`config.mk`:
```
export PLATFORM = sky130hd
export DESIGN_NAME = ext_portal
export DESIGN_NICKNAME = d
export VERILOG_FILES = /design/src/hw/ext_portal_pkg.sv /design/src/hw/ext_reg_decode.sv /design/src/hw/ext_reg_bank.sv /design/src/hw/ext_portal.sv
export SDC_FILE = /design/constraint.sdc
export NUM_CORES = 1
export LEC_CHECK = 0
export BUFFER_PORTS_ARGS = -buffer_cell sky130_fd_sc_hd__buf_4
export CAP_MARGIN = 0
export CORE_MARGIN = 4
export CORE_UTILIZATION = 40
export CTS_CLUSTER_DIAMETER = 40
export DETAILED_ROUTE_END_ITERATION = 8
export SLEW_MARGIN = 20
export SYNTH_ARGS = -nofsm -noshare
export SYNTH_HDL_FRONTEND = slang
export SYNTH_HIERARCHICAL = 1
export SYNTH_SLANG_ARGS = --single-unit
```
`constraint.sdc`:
```
create_clock -name i_core_clk -period 3.76 [get_ports i_core_clk]
set_input_delay 0.188 -clock i_core_clk [delete_from_list [all_inputs] [get_ports i_core_clk]]
set_output_delay 0.188 -clock i_core_clk [all_outputs]
set_load 0.02 [all_outputs]
```
`src/hw/ext_portal_pkg.sv`:
```
/*
 * Constants for the extended register portal: bus offsets, setup fields,
 * extended register addresses, reset values and state encodings.
 * Assumes a single core clock domain and an Avalon-MM word-addressed slave.
 */
// Operation
// - Portal reaches 32 device addresses, each with 65,536 sixteen-bit registers.
// - Extended registers are reached only through the setup and data portal registers.
// - Only device 2h register 00h and device 7h register 3Ch are implemented.
// - Setup function data without increment makes data accesses hit the latched register.
// - Setup function data with increment makes data accesses hit latched register, advancing.
// - A data-phase write stores the value into the selected extended register.
// - A data-phase read returns the selected extended register contents.
// - LED register bit 4 read-write reset 0; bits 15:5 zero, 3:0 read 0001b.
// - Advertisement bit 2 read-write reset 1, 1000 Mbps; bits 15:3 read zero.
// - Advertisement bit 1 read-write reset 1, 100 Mbps; bit 0 reads zero.
package ext_portal_pkg;

    // ========================================================================
    // Bus map
    // ========================================================================
    localparam logic [3:0]  SETUP_OFFSET   = 4'h0;
    localparam logic [3:0]  DATA_OFFSET    = 4'h4;
    localparam logic [31:0] UNMAPPED_VALUE = 32'h0000_0000;

    // ========================================================================
    // Setup register fields
    // ========================================================================
    localparam int FUNC_HI = 15;
    localparam int FUNC_LO = 14;
    localparam int DEV_HI  = 4;
    localparam int DEV_LO  = 0;
    localparam logic [15:0] SETUP_WMASK = 16'hC01F;
    localparam logic [1:0]  FUNC_ADDR   = 2'h0;
    localparam logic [1:0]  FUNC_DATA   = 2'h1;
    localparam logic [1:0]  FUNC_INCR   = 2'h2;
    localparam logic [15:0] SETUP_RESET = 16'h0000;
    localparam logic [15:0] REGADDR_RESET = 16'h0000;

    // ========================================================================
    // Extended registers
    // ========================================================================
    localparam logic [4:0]  LED_DEV       = 5'h02;
    localparam logic [15:0] LED_REG       = 16'h0000;
    localparam int          LED_SEL_BIT   = 4;
    localparam logic [15:0] LED_FIXED     = 16'h0001;
    localparam logic        LED_SEL_RESET = 1'b0;

    localparam logic [4:0]  ADV_DEV       = 5'h07;
    localparam logic [15:0] ADV_REG       = 16'h003C;
    localparam int          ADV_1000_BIT  = 2;
    localparam int          ADV_100_BIT   = 1;
    localparam logic        ADV_RESET     = 1'b1;

    // ========================================================================
    // Bus answer sequencing
    // ========================================================================
    typedef enum logic [1:0] {ST_IDLE, ST_ACK} bus_state_type;

endpackage

```
`src/hw/ext_reg_decode.sv`:
```
/*
 * Decodes a device and register address pair into the implemented
 * extended register selects.
 * Assumes address inputs are stable within the cycle of use.
 */
`timescale 1ns/10ps
module ext_reg_decode (
    // Address
    input  wire logic [4:0]  i_dev,
    input  wire logic [15:0] i_reg,
    // Selects
    output logic             o_led_hit,
    output logic             o_adv_hit
);
    // Full device and register widths are compared, so no other address aliases a hit.
    assign o_led_hit = (i_dev == ext_portal_pkg::LED_DEV)
                    && (i_reg == ext_portal_pkg::LED_REG);
    assign o_adv_hit = (i_dev == ext_portal_pkg::ADV_DEV)
                    && (i_reg == ext_portal_pkg::ADV_REG);
endmodule

```
`src/hw/ext_reg_bank.sv`:
```
/*
 * Holds the writable bits of the two implemented extended registers and
 * forms their read values. Writes to other addresses are dropped.
 * Assumes a one-cycle write strobe from the portal.
 */
`timescale 1ns/10ps
module ext_reg_bank (
    // Clock and reset
    input  wire logic        i_core_clk,
    input  wire logic        i_nrst,
    // Access
    input  wire logic        i_wr,
    input  wire logic        i_led_hit,
    input  wire logic        i_adv_hit,
    input  wire logic [15:0] i_wdata,
    // Read and state
    output logic      [15:0] o_rdata,
    output logic             o_led_sel,
    output logic             o_adv_1000,
    output logic             o_adv_100
);
    logic led_sel_ff;
    logic adv_1000_ff;
    logic adv_100_ff;

    always_ff @(posedge i_core_clk or negedge i_nrst) begin
        if (!i_nrst) begin
            led_sel_ff  <= ext_portal_pkg::LED_SEL_RESET;
            adv_1000_ff <= ext_portal_pkg::ADV_RESET;
            adv_100_ff  <= ext_portal_pkg::ADV_RESET;
        end else begin
            if (i_wr && i_led_hit) begin
                led_sel_ff <= i_wdata[ext_portal_pkg::LED_SEL_BIT];
            end
            if (i_wr && i_adv_hit) begin
                adv_1000_ff <= i_wdata[ext_portal_pkg::ADV_1000_BIT];
                adv_100_ff  <= i_wdata[ext_portal_pkg::ADV_100_BIT];
            end
        end
    end

    wire [15:0] led_value = ext_portal_pkg::LED_FIXED
                          | (16'(led_sel_ff) << ext_portal_pkg::LED_SEL_BIT);
    wire [15:0] adv_value = (16'(adv_1000_ff) << ext_portal_pkg::ADV_1000_BIT)
                          | (16'(adv_100_ff) << ext_portal_pkg::ADV_100_BIT);

    assign o_rdata    = i_led_hit ? led_value :
                        i_adv_hit ? adv_value : 16'h0000;
    assign o_led_sel  = led_sel_ff;
    assign o_adv_1000 = adv_1000_ff;
    assign o_adv_100  = adv_100_ff;
endmodule

```
`src/hw/ext_portal.sv`:
```
/*
 * Extended register portal: Avalon-MM slave with a setup and a data word.
 * The setup word selects address or data phase and the target device; the
 * data word latches a register address or reaches the selected register.
 * Assumes one core clock; bus inputs are synchronous to it.
 */
`timescale 1ns/10ps
module ext_portal (
    // Clock and reset
    input  wire logic        i_core_clk,
    input  wire logic        i_nrst,
    // Avalon-MM slave
    input  wire logic [3:0]  i_address,
    input  wire logic        i_read,
    input  wire logic        i_write,
    input  wire logic [31:0] i_writedata,
    input  wire logic [3:0]  i_byteenable,
    output logic      [31:0] o_readdata,
    output logic             o_waitrequest,
    // Register state
    output logic             o_led_style_select,
    output logic             o_eee_adv_1000,
    output logic             o_eee_adv_100
);
    // ========================================================================
    // Bus decode
    // ========================================================================
    ext_portal_pkg::bus_state_type state_ff;
    ext_portal_pkg::bus_state_type nxt_state;
    logic [15:0] setup_ff;
    logic [15:0] reg_addr_ff;
    logic [31:0] readdata_ff;
    logic        led_sel_ff;
    logic        adv_1000_ff;
    logic        adv_100_ff;

    // Merges a write into a word, keeping the byte lanes that are not enabled.
    function automatic logic [15:0] lane_merge(input logic [15:0] cur,
                                               input logic [15:0] wdata,
                                               input logic [1:0]  be);
        logic [15:0] mask;
        mask = {{8{be[1]}}, {8{be[0]}}};
        return (wdata & mask) | (cur & ~mask);
    endfunction

    wire         req       = i_read | i_write;
    wire         accept    = req && (state_ff == ext_portal_pkg::ST_IDLE);
    wire         hit_setup = (i_address == ext_portal_pkg::SETUP_OFFSET);
    wire         hit_data  = (i_address == ext_portal_pkg::DATA_OFFSET);
    wire [1:0]   func      = setup_ff[ext_portal_pkg::FUNC_HI:ext_portal_pkg::FUNC_LO];
    wire [4:0]   dev       = setup_ff[ext_portal_pkg::DEV_HI:ext_portal_pkg::DEV_LO];
    wire         data_fn   = (func == ext_portal_pkg::FUNC_DATA)
                           || (func == ext_portal_pkg::FUNC_INCR);
    wire         addr_fn   = (func == ext_portal_pkg::FUNC_ADDR);
    wire         data_acc  = accept && hit_data;
    wire         ext_wr    = data_acc && i_write && data_fn;
    wire         led_hit;
    wire         adv_hit;
    wire [15:0]  ext_rdata;

    // ========================================================================
    // Extended register decode and storage
    // ========================================================================
    ext_reg_decode i_ext_reg_decode (
        .i_dev     (dev),
        .i_reg     (reg_addr_ff),
        .o_led_hit (led_hit),
        .o_adv_hit (adv_hit)
    );

    ext_reg_bank i_ext_reg_bank (
        .i_core_clk (i_core_clk),
        .i_nrst     (i_nrst),
        .i_wr       (ext_wr),
        .i_led_hit  (led_hit),
        .i_adv_hit  (adv_hit),
        .i_wdata    (lane_merge(ext_rdata, i_writedata[15:0], i_byteenable[1:0])),
        .o_rdata    (ext_rdata),
        .o_led_sel  (),
        .o_adv_1000 (),
        .o_adv_100  ()
    );

    // ========================================================================
    // Read mux
    // ========================================================================
    wire [15:0] data_view = data_fn ? ext_rdata : reg_addr_ff;
    wire [31:0] rd_mux    = hit_setup ? {16'h0000, setup_ff} :
                            hit_data  ? {16'h0000, data_view} :
                                        ext_portal_pkg::UNMAPPED_VALUE;

    // Waitrequest is high except in the answer cycle, so every access takes two cycles.
    always_comb begin
        case (state_ff)
            ext_portal_pkg::ST_IDLE: begin
                nxt_state = req ? ext_portal_pkg::ST_ACK : ext_portal_pkg::ST_IDLE;
            end
            default: begin
                nxt_state = ext_portal_pkg::ST_IDLE;
            end
        endcase
    end

    // ========================================================================
    // Portal state
    // ========================================================================
    always_ff @(posedge i_core_clk or negedge i_nrst) begin
        if (!i_nrst) begin
            state_ff      <= ext_portal_pkg::ST_IDLE;
            o_waitrequest <= 1'b1;
            readdata_ff   <= 32'h0000_0000;
        end else begin
            state_ff      <= nxt_state;
            o_waitrequest <= ~accept;
            if (accept && i_read) begin
                readdata_ff <= rd_mux;
            end
        end
    end

    always_ff @(posedge i_core_clk or negedge i_nrst) begin
        if (!i_nrst) begin
            setup_ff <= ext_portal_pkg::SETUP_RESET;
        end else if (accept && i_write && hit_setup) begin
            setup_ff <= lane_merge(setup_ff, i_writedata[15:0], i_byteenable[1:0])
                        & ext_portal_pkg::SETUP_WMASK;
        end
    end

    // Address phase latches the register; increment mode steps after every data word access.
    always_ff @(posedge i_core_clk or negedge i_nrst) begin
        if (!i_nrst) begin
            reg_addr_ff <= ext_portal_pkg::REGADDR_RESET;
        end else if (data_acc && addr_fn && i_write) begin
            reg_addr_ff <= lane_merge(reg_addr_ff, i_writedata[15:0], i_byteenable[1:0]);
        end else if (data_acc && func == ext_portal_pkg::FUNC_INCR) begin
            reg_addr_ff <= reg_addr_ff + 16'h0001;
        end
    end

    // Mirror the bank state so every top output comes from a local flip-flop.
    always_ff @(posedge i_core_clk or negedge i_nrst) begin
        if (!i_nrst) begin
            led_sel_ff  <= ext_portal_pkg::LED_SEL_RESET;
            adv_1000_ff <= ext_portal_pkg::ADV_RESET;
            adv_100_ff  <= ext_portal_pkg::ADV_RESET;
        end else if (ext_wr) begin
            if (led_hit) begin
                led_sel_ff <= ext_rdata[ext_portal_pkg::LED_SEL_BIT] ^
                              ((ext_rdata[ext_portal_pkg::LED_SEL_BIT]
                               ^ i_writedata[ext_portal_pkg::LED_SEL_BIT])
                               & i_byteenable[0]);
            end
            if (adv_hit && i_byteenable[0]) begin
                adv_1000_ff <= i_writedata[ext_portal_pkg::ADV_1000_BIT];
                adv_100_ff  <= i_writedata[ext_portal_pkg::ADV_100_BIT];
            end
        end
    end

    assign o_readdata         = readdata_ff;
    assign o_led_style_select = led_sel_ff;
    assign o_eee_adv_1000     = adv_1000_ff;
    assign o_eee_adv_100      = adv_100_ff;
endmodule

```
# Word-level counts from Yosys, hierarchy flattened
# Cells that the tools add are included.
# classes
n_addsub	1
muxes	9
n_eq_ne	6
reduce_logical	23
bitwise_logic	14
# ops
cell	count
16-bit two-way mux	5
16-bit AND	3
16-bit bitwise OR	2
16-bit by 1-bit adder with 16-bit output (second input constant)	1
16-bit by 6-bit equality test with 1-bit output (second input constant)	1
16-bit zero test	1
16-bit inverter	1
1-bit logical AND	15
5-bit AND	1
5-bit by 2-bit equality test with 1-bit output (second input constant)	1
5-bit by 3-bit equality test with 1-bit output (second input constant)	1
5-bit two-way mux	1
5-bit bitwise OR	1
4-bit by 3-bit equality test with 1-bit output (second input constant)	1
2-bit zero test	2
4-bit zero test	1
2-bit AND reduction	2
3-bit two-way mux	1
3-bit by 2-bit bitwise OR with 3-bit output	1
2-bit by 1-bit equality test with 1-bit output (second input constant)	1
2-bit equality test (second input constant)	1
1-bit two-way mux	2
2-bit nonzero test	1
1-bit XOR	2
other kinds (4)	4
# totals
input_bits	44
word_cells	64
regBits	64
out_inout_bits	36

# Depth between registers and ports, before layout
# Gate-level depths: netlist (run 1).
# logic_depth
word_depth	7
depth_mapped	8
depth_no_buf	8

# Cells and area by module
# Netlist (run 1), hierarchy kept.
# by_module_without_submodules
module	area_per_inst_um2	instances	cells_each	seq_area_each_um2
ext_portal	2852.7	1	316	1104.8
ext_reg_bank	260.2	1	25	77.6
ext_reg_decode	77.6	1	10	0.0

# Worst setup path after synthesis (run 1)
# No wires, ideal clock.
# synth_timing
kind	flip-flop to flip-flop
startpoint	register (tool-made name)
endpoint	register i_ext_reg_bank.adv_1000_ff, in the netlist i_ext_reg_bank/o_adv_1000
period_less_slack_ns	2.059
path_slack_ns	1.701
arrival_time_ns	1.977
path_stages_with_launch	6
t_required_ns	3.678
n_path_buf	0
setup_ns	0.082
path_cell_list	dfrtp_1 -> or4_4 -> nor4_2 -> and3b_2 -> mux2_2 -> mux2_4
# synth_rtl
element	line_no	text
end signal: assignment	ext_reg_bank.sv:29	adv_1000_ff <= ext_portal_pkg::ADV_RESET;
end signal: assignment	ext_reg_bank.sv:36	adv_1000_ff <= i_wdata[ext_portal_pkg::ADV_1000_BIT];
end: declaration	ext_reg_bank.sv:23	logic adv_1000_ff;

==> summary.txt, run 1 <==
Initial antenna violation count: 0
Setup CP Type: reg -> reg
Int Power: 0.879 mW
Largest net degree at the start of global routing: 48
Drt drc: 0
Status: completed
Max-slew violations: 0
Max-cap violation count: 0
Top Usage Layer GRT: met2
Synth warn: 6
CP required: 3.98 ns
M3 GR Usage: 3.00%
Flop pwr share: 45.1%
CTS-repair resized insts: 0
Vias in the first global route: 2,315
Area Overhead vs Synth: 14.1%
Worst slew pin tran: 0.804 ns
GR Util All Layers: 17.2%
Reg2reg path depth: 6
First-pass GRT wire length: 12,100 µm
Worst-path clk slew: 0.09 ns
Startpoint Class: flop
Starting Density: 41.6%
Post-route insts no fill: 469
VDD IR-drop max: 0.000157 V
Hold Crit Class: in -> reg
Crit share post-route: 65.3%
Clock sink count: 47
Total gr overflow: 0
Crit Path Max Fanout: 9
Via Count: 2,573
Layout net count: 416
Clk_lat worst skew: 0.30 ns
Drt wl/cell: 16.0 µm
Post-DP Area: 0.00334 mm²
Die area: 0.00909 mm²
First drt pass iteration count: 4
Syn Area/Cell: 9.11 µm²
Switch share: 30.3%
Proportion of layout cells with a drive suffix above 1: 24.3%
Hold slack: 0.120 ns
CTS tree: built
Vias/cell: 5.49
Total number of H-tree levels: 2
Rel. slew slack: 46.4%
Antenna cells: 0
Dpl hpwl: 5530 µm
Gate Count Post-Synth: 335
Routed Wire Length: 7530 µm
Setup violations, final: 0
Crit path arrival time: 2.68 ns
Clock network power share: 31.0%
Setup slack after layout: 1.30 ns
Most common library cell in the layout ignoring fill and taps: buf_4
CP endpoint kind: flop
PwrDens: 362 mW/mm²
Post-Layout Inst Area: 0.00348 mm²
Num CTS Buffers: 5
Sum Neg Setup Slack: 0 ns
Most frequent cells in the layout: buf_4, dfrtp_1, nand2_1
Row count: 31
Io pins: 80
Dpl cells: 459
Leakage power: 1.55 nW
Final hold violations: 0
Peak Freq: 407 MHz
Routed Antenna Nets: 0
Post-CTS Setup Bufs: 0
Comb pwr share: 23.8%
Filler Cell Count: 729
Hold path cells: 3
GP Congestion: 0.890
Starting DRT DRC Count: 257
Worst Skew: 0.0115 ns
Die Y: 95.3 µm
IO Port Bufs: 45
Synthesized area: 0.00305 mm²
GRT met1 Usage: 24.7%
Root Driver: clkbuf_8
RSZ-0062 raised after global routing: false
Setup slack at placement: 1.27 ns
Core area: 0.00733 mm²
CTS Buffer Depth: 2
Tmin final: 2.46 ns
Sw power: 0.382 mW
Die X: 95.3 µm
M2 GR Usage: 26.2%
metrics by stage:
stage                     utilization (%)  total power, mW
after detailed placement             45.6            0.876
final                                47.5             1.26
after global placement               45.6            0.873
after global routing                 47.5             1.34
after floorplan                         -            0.804
after CTS                            47.4             1.27
final cells by class:
type,count,area [µm²],area share [%]
inverter,12,45.0,1.29
sequential,47,1180,33.9
multi-input combinational,253,1630,46.9
tap,99,124,3.56
clock buffer,6,82.6,2.37
clock inverter,2,35.0,1.01
timing repair buffer,50,382,11.0
path summary, 6_finish.rpt:
check	startpoint	end	slack, ns
min in group asynchronous	i_nrst	async pin	0.42
max in group asynchronous	i_nrst	async pin	2.90
max	flop	i_ext_reg_bank/o_adv_1000	1.30
min reg2reg	o_readdata[12]	o_readdata[12]	0.49
min	i_writedata[15]	flop	0.12
max reg2reg	flop	i_ext_reg_bank/o_adv_1000	1.30
power groups by stage:
stage                     Combinational (mW)  Sequential [mW]  Clock, mW
after floorplan                        0.227            0.578          0
after global placement                 0.296            0.577          0
after detailed placement               0.298            0.578          0
after CTS                              0.299            0.568      0.405
after global routing                   0.333            0.574      0.429
final                                  0.301            0.569      0.391
per-layer routing:
layer / vias up / part of all wire (%) / routed length (µm)
met4: 0 / 1.5 / 112
met5: - / 0 / 0
met2: 105 / 45 / 3410
met1: 1223 / 47 / 3510
li1: 1237 / - / -
met3: 8 / 6.5 / 490
timing repair:
action                     in CTS  in global routing
hold buffers                    1                  0
setup endpoints to repair       0                  0
hold endpoints to repair       42                  0
worst max-delay path, stage by stage (launching register included):
cell and delay (ns):
dfrtp_1 0.48, nor4_1 0.40, nand4_1 0.21, nor4_2 0.49, and3b_2 0.28, mux2_2 0.25, mux2_4 0.26
(Power assumes the default switching activity.)
==> run 2, diff against run 1 <==
--- a/config.mk
+++ b/config.mk
@@ -11,6 +11,7 @@
 export CORE_UTILIZATION = 40
 export CTS_CLUSTER_DIAMETER = 40
 export DETAILED_ROUTE_END_ITERATION = 8
+export PLACE_DENSITY = 0.65
 export SLEW_MARGIN = 20
 export SYNTH_ARGS = -nofsm -noshare
 export SYNTH_HDL_FRONTEND = slang
==> constraint.sdc (replaced) <==
create_clock -name i_core_clk -period 2.18 [get_ports i_core_clk]
set_input_delay 0.109 -clock i_core_clk [delete_from_list [all_inputs] [get_ports i_core_clk]]
set_output_delay 0.109 -clock i_core_clk [all_outputs]
set_load 0.02 [all_outputs]
==> run 2 against run 1 <==
Net effect:
- largest cell class unchanged
- total power is 65% higher
- die area stayed put
- critical path type unchanged
- flip-flop and latch count stayed put
- critical path depth stayed put
- final cell count is 5.5% higher
- hold slack worse by 0.092 ns
- via count is 2.2% higher
- combinational power is 86% higher
- worst setup slack worse by 1.2 ns
- first-iteration DRC count is 25% lower
- register-to-register slack worse by 1.2 ns
- final area is 4.9% higher
==> summary.txt, run 2 (synthesized netlist as in run 1, its figures left out) <==
Dpl cells: 485 (+5.7%)
Die Y: 95.3 µm (unchanged)
Via Count: 2,629 (+2.2%)
VDD IR-drop max: 0.000251 V (+60%)
Crit-path slowest cell: or3_1
CP endpoint kind: flop
Slowest stage delay, CP: 0.47 ns (-0.02 ns)
Crit-path leading delay family: compound AO/OA/AOI/OAI gates
CTS tree: built
Worst slew pin tran: 0.603 ns (-0.201 ns)
Drt wl/cell: 16.1 µm (about the same)
Starting DRT DRC Count: 194 (-25%)
Initial antenna violation count: 0 (unchanged)
Routed Wire Length: 7950 µm (+5.6%)
Critical path, cell by cell: inv_1 -> ha_1 -> a21bo_2 -> or3_1 -> o32a_1 -> o21a_1
Num CTS Buffers: 5 (unchanged)
PwrDens: 570 mW/mm² (+57%)
Clk_lat worst skew: 0.31 ns (about the same)
Hold Crit Class: in -> reg
Total gr overflow: 0 (unchanged)
Most frequent cells in the layout: buf_4, dfrtp_1, nand2_1
Most common library cell in the layout ignoring fill and taps: buf_4
Bufs and invs on worst path: 1 (+1)
GR Util All Layers: 18.4% (+1.2 points)
GP Congestion: 0.948 (+6.6%)
Post-route insts no fill: 495 (+5.5%)
CP required: 2.38 ns (-1.60 ns)
Max-slew violations: 0 (unchanged)
Met3 WL: 522 µm (+6.5%)
Vias/cell: 5.31 (-3.2%)
Max-cap violation count: 0 (unchanged)
Tmin final: 2.08 ns (-0.373 ns)
Metal-1 WL: 3590 µm (+2.1%)
Crit share post-route: 95.5% (+30 points)
Io pins: 80 (unchanged)
Row count: 31 (unchanged)
Rel. slew slack: 59.8% (+13 points)
First drt pass iteration count: 5 (+1)
Final hold violations: 0 (unchanged)
Routed Antenna Nets: 0 (unchanged)
Die area: 0.00909 mm² (unchanged)
Layout net count: 442 (+6.3%)
Vias in the first global route: 2,473 (+6.8%)
First-pass GRT wire length: 12,800 µm (+6.4%)
Dpl hpwl: 5980 µm (+8.0%)
Antenna cells: 0 (unchanged)
Setup slack after layout: 0.0983 ns (-1.21 ns)
Max Used Layer: met4
Worst-path clk slew: 0.09 ns (about the same)
Die X: 95.3 µm (unchanged)
Status: completed
Metal2 WL: 3690 µm (+8.4%)
Root Driver: clkbuf_8
Leakage power: 1.67 nW (+7.6%)
Crit Path Max Fanout: 8 (-1)
Drt drc: 0 (unchanged)
Largest net degree at the start of global routing: 48 (unchanged)
Peak Freq: 480 MHz (+18%)
Filler Cell Count: 706 (-3.2%)
Setup violations, final: 0 (unchanged)
Setup slack at placement: 0.0510 ns (-1.22 ns)
CTS Buffer Depth: 2 (unchanged)
Area Overhead vs Synth: 19.8%
Starting Density: 41.6% (unchanged)
Core area: 0.00733 mm² (unchanged)
Startpoint Class: flop
IO Port Bufs: 45 (unchanged)
Setup CP Type: reg -> reg
Crit path arrival time: 2.28 ns (-0.40 ns)
Worst Skew: 0.00844 ns (-0.00309 ns)
Clock sink count: 47 (unchanged)
Proportion of layout cells with a drive suffix above 1: 29.3% (+5.0 points)
Total number of H-tree levels: 2 (unchanged)
[run 2: final cells by class]
| cell class | instances | area, µm² | share of cell area [%] |
|---|---|---|---|
| multi-input combinational | 253 | 1640 | 44.8 |
| sequential | 47 | 1180 | 32.4 |
| timing repair buffer | 76 | 573 | 15.7 |
| tap | 99 | 124 | 3.39 |
| clock buffer | 7 | 86.3 | 2.36 |
| inverter | 12 | 45.0 | 1.23 |
| clock inverter | 1 | 5.00 | 0.137 |
[run 2: timing repair]
item,CTS,global route
buffers inserted,0,1
hold buffers,1,0
endpoints found under the setup margin,0,4
hold endpoints to repair,42,0
gates resized for setup,0,2
[run 2: worst paths after layout]
| kind | start | endpoint | slack [ns] | cells past startpoint |
|---|---|---|---|---|
| max in group asynchronous | i_nrst | o_readdata[5] | 1.42 | 2 |
| hold reg to reg | o_readdata[0] | o_readdata[0] | 0.48 | 2 |
| hold / removal | i_writedata[14] | flop | 0.03 | 3 |
| setup / recovery | flop | flop | 0.1 | 6 |
| setup reg to reg | flop | flop | 0.1 | 6 |
| min in group asynchronous | i_nrst | async pin | 0.34 | 2 |
[run 2: layer usage]
metal,track usage [%],vias up
met1,26.1,1206
met2,28.3,126
met4,6.97,0
li1,-,1286
met3,2.68,11
met5,0,-
[run 2: stage by stage]
stage                     total power [mW]   TNS, ns  hold WS [ns]  utilization, %  cell area (µm²)
final                                 2.08         0        0.0282            49.9             3650
after detailed placement              1.54         0         0.165            48.3             3540
after floorplan                       1.39         0        -0.187               -             3150
after global routing                  2.20  -0.00861        0.0283            49.9             3650
after CTS                             2.10         0        0.0170            49.7             3640
after global placement                1.53         0         0.155            48.3             3540
[run 2: worst reg2reg max path, cell delays in order, from the launching register on]
cell	delay, ns
dfrtp_1	0.38
inv_1	0.11
ha_1	0.26
a21bo_2	0.27
or3_1	0.47
o32a_1	0.40
o21a_1	0.10
[run 2: power breakdown]
group          total [mW]  switching [mW]  internal [mW]
registers           0.969          0.0446          0.924
logic               0.560           0.321          0.238
clock network       0.554           0.298          0.256
==> run 3, diff against run 2 <==
--- a/config.mk
+++ b/config.mk
@@ -5,13 +5,13 @@
 export SDC_FILE = /design/constraint.sdc
 export NUM_CORES = 1
 export LEC_CHECK = 0
+export ABC_AREA = 1
 export BUFFER_PORTS_ARGS = -buffer_cell sky130_fd_sc_hd__buf_4
 export CAP_MARGIN = 0
 export CORE_MARGIN = 4
 export CORE_UTILIZATION = 40
 export CTS_CLUSTER_DIAMETER = 40
 export DETAILED_ROUTE_END_ITERATION = 8
-export PLACE_DENSITY = 0.65
 export SLEW_MARGIN = 20
 export SYNTH_ARGS = -nofsm -noshare
 export SYNTH_HDL_FRONTEND = slang
==> run 3 against run 2 <==
Net effect:
- first-iteration DRC count increased by 33%
- sequential power about the same
- final area increased by 4.2%
- total power decreased by 4.4%
- area after synthesis increased by 9.8%
==> summary.txt, run 3 <==
Setup CP Type: reg -> reg
Via Count: 3,039 (+16%)
GP Congestion: 0.864 (-8.9%)
Worst slew pin tran: 0.608 ns (+0.00511 ns)
Bufs and invs on worst path: 0 (-1)
Area Overhead vs Synth: 13.6%
Rel. slew slack: 59.4% (-0.34 points)
CP endpoint kind: flop
PwrDens: 523 mW/mm² (-8.3%)
First drt pass iteration count: 4 (-1)
Routed Wire Length: 7840 µm (-1.3%)
CTS tree: built
Top Usage Layer GRT: met2
Tmin final: 1.83 ns (-0.248 ns)
First-pass GRT wire length: 13,100 µm (+2.0%)
Sum Neg Setup Slack: 0 ns (unchanged)
Vias in the first global route: 2,759 (+12%)
Dpl hpwl: 6020 µm (+0.80%)
GR Util All Layers: 16.3% (-2.1 points)
Antenna cells: 0 (unchanged)
Root Driver: clkbuf_8
IO Port Bufs: 45 (unchanged)
Leakage power: 1.92 nW (+15%)
Clock sink count: 47 (unchanged)
Drt wl/cell: 12.2 µm (-24%)
Worst Skew: 0.00636 ns (-0.00209 ns)
Total number of H-tree levels: 2 (unchanged)
Starting Density: 41.0% (-0.63 points)
Worst-path clk slew: 0.10 ns (about the same)
Post-DP Area: 0.00371 mm² (+4.8%)
Crit-path leading delay family: simple AND/OR/NAND/NOR gates
Startpoint Class: flop
Status: completed
Most frequent cells in the layout: nand2_1, buf_4, inv_1
Peak Freq: 545 MHz (+14%)
Synth warn: 6 (unchanged)
M3 GR Usage: 2.03% (-0.65 points)
Largest net degree at the start of global routing: 48 (unchanged)
Die Y: 99.5 µm (+4.4%)
M2 GR Usage: 26.9% (-1.4 points)
Syn Area/Cell: 6.79 µm² (-26%)
Post-Layout Inst Area: 0.00381 mm² (+4.2%)
Synthesized area: 0.00335 mm² (+9.8%)
Total gr overflow: 0 (unchanged)
Die X: 99.5 µm (+4.4%)
Drt drc: 0 (unchanged)
CP required: 2.40 ns (+0.02 ns)
Die area: 0.00991 mm² (+9.0%)
Hold-fix buffers, CTS: 1 (unchanged)
Row count: 33 (+6.5%)
Crit path arrival time: 2.06 ns (-0.22 ns)
Vias/cell: 4.71 (-11%)
GRT met1 Usage: 22.8% (-3.3 points)
Clk_lat worst skew: 0.30 ns (about the same)
Io pins: 80 (unchanged)
Initial antenna violation count: 0 (unchanged)
Final hold violations: 0 (unchanged)
Post-CTS Setup Bufs: 0 (unchanged)
Hold Crit Class: in -> reg
CTS-repair resized insts: 0 (unchanged)
Max-slew violations: 0 (unchanged)
Slowest stage delay, CP: 0.47 ns (about the same)
Tot Pwr: 1.99 mW (-4.4%)
Starting DRT DRC Count: 258 (+33%)
Setup violations, final: 0 (unchanged)
Core area: 0.00818 mm² (+12%)
Post-layout util: 46.6% (-3.3 points)
Num CTS Buffers: 5 (unchanged)
CTS Buffer Depth: 2 (unchanged)
Max-cap violation count: 0 (unchanged)
Most common library cell in the layout ignoring fill and taps: nand2_1
Gate Count Post-Synth: 494 (+47%)
Crit Path Max Fanout: 7 (-1)
Routed Antenna Nets: 0 (unchanged)
Crit share post-route: 84.1% (-11 points)
Hold slack: 0.0420 ns (+0.0138 ns)
Layout net count: 586 (+33%)
Proportion of layout cells with a drive suffix above 1: 15.7% (-14 points)
VDD IR-drop max: 0.000256 V (+2.0%)
Crit-path slowest cell: dfrtp_1
Critical path, cell by cell: nor2_1 -> nand2_1 -> nor2_1 -> nand2_1 -> nor2_1 -> nand2_1 -> nor2_1 -> nand2_1 -> o21ai_0 -> a32oi_1 -> o21ai_0
RSZ-0062 raised after global routing: false
[run 3: metrics by stage]
stage | instances | setup slack (ns)
2_1_floorplan | 520 | 0.562
3_3_place_gp | 636 | 0.405
3_5_place_dp | 636 | 0.366
4_1_cts | 645 | 0.348
5_1_grt | 645 | 0.169
6_report | 645 | 0.346
[run 3: tightest hold or removal path, delay by kind of cell]
| kind | cells | cell delay, ns |
|---|---|---|
| buf+inv | 1 | 0.09 |
| simple gates | 2 | 0.12 |
[run 3: layout make-up]
type	instances	area, µm²
inverters	47	181
well taps	105	131
flip-flops and latches	47	1180
fillers	863	4370
repair buffers	58	438
clock buffers	5	68.8
multi-input cells	380	1790
clock inverters	3	20.0
[run 3: path summary, 6_finish.rpt]
| check | cells past startpoint | slack (ns) | start | to |
|---|---|---|---|---|
| max | 11 | 0.35 | flop | o_readdata[1] |
| min | 3 | 0.04 | i_writedata[14] | flop |
| max reg2reg | 11 | 0.35 | flop | o_readdata[1] |
| min reg2reg | 2 | 0.48 | i_ext_reg_bank/o_adv_1000 | i_ext_reg_bank/o_adv_1000 |
| max in group asynchronous | 2 | 1.41 | i_nrst | async pin |
| min in group asynchronous | 2 | 0.35 | i_nrst | o_readdata[2] |
[run 3: where the power goes]
group          internal, mW  total (mW)  switching, mW
Combinational         0.160       0.475          0.315
Sequential            0.919       0.968         0.0488
Clock                 0.224       0.548          0.324
[run 3: per-layer routing]
layer	part of all wire, %	vias up
li1	-	1602
met1	48	1362
met2	46	71
met3	5.2	4
met4	0.65	0
met5	0	-
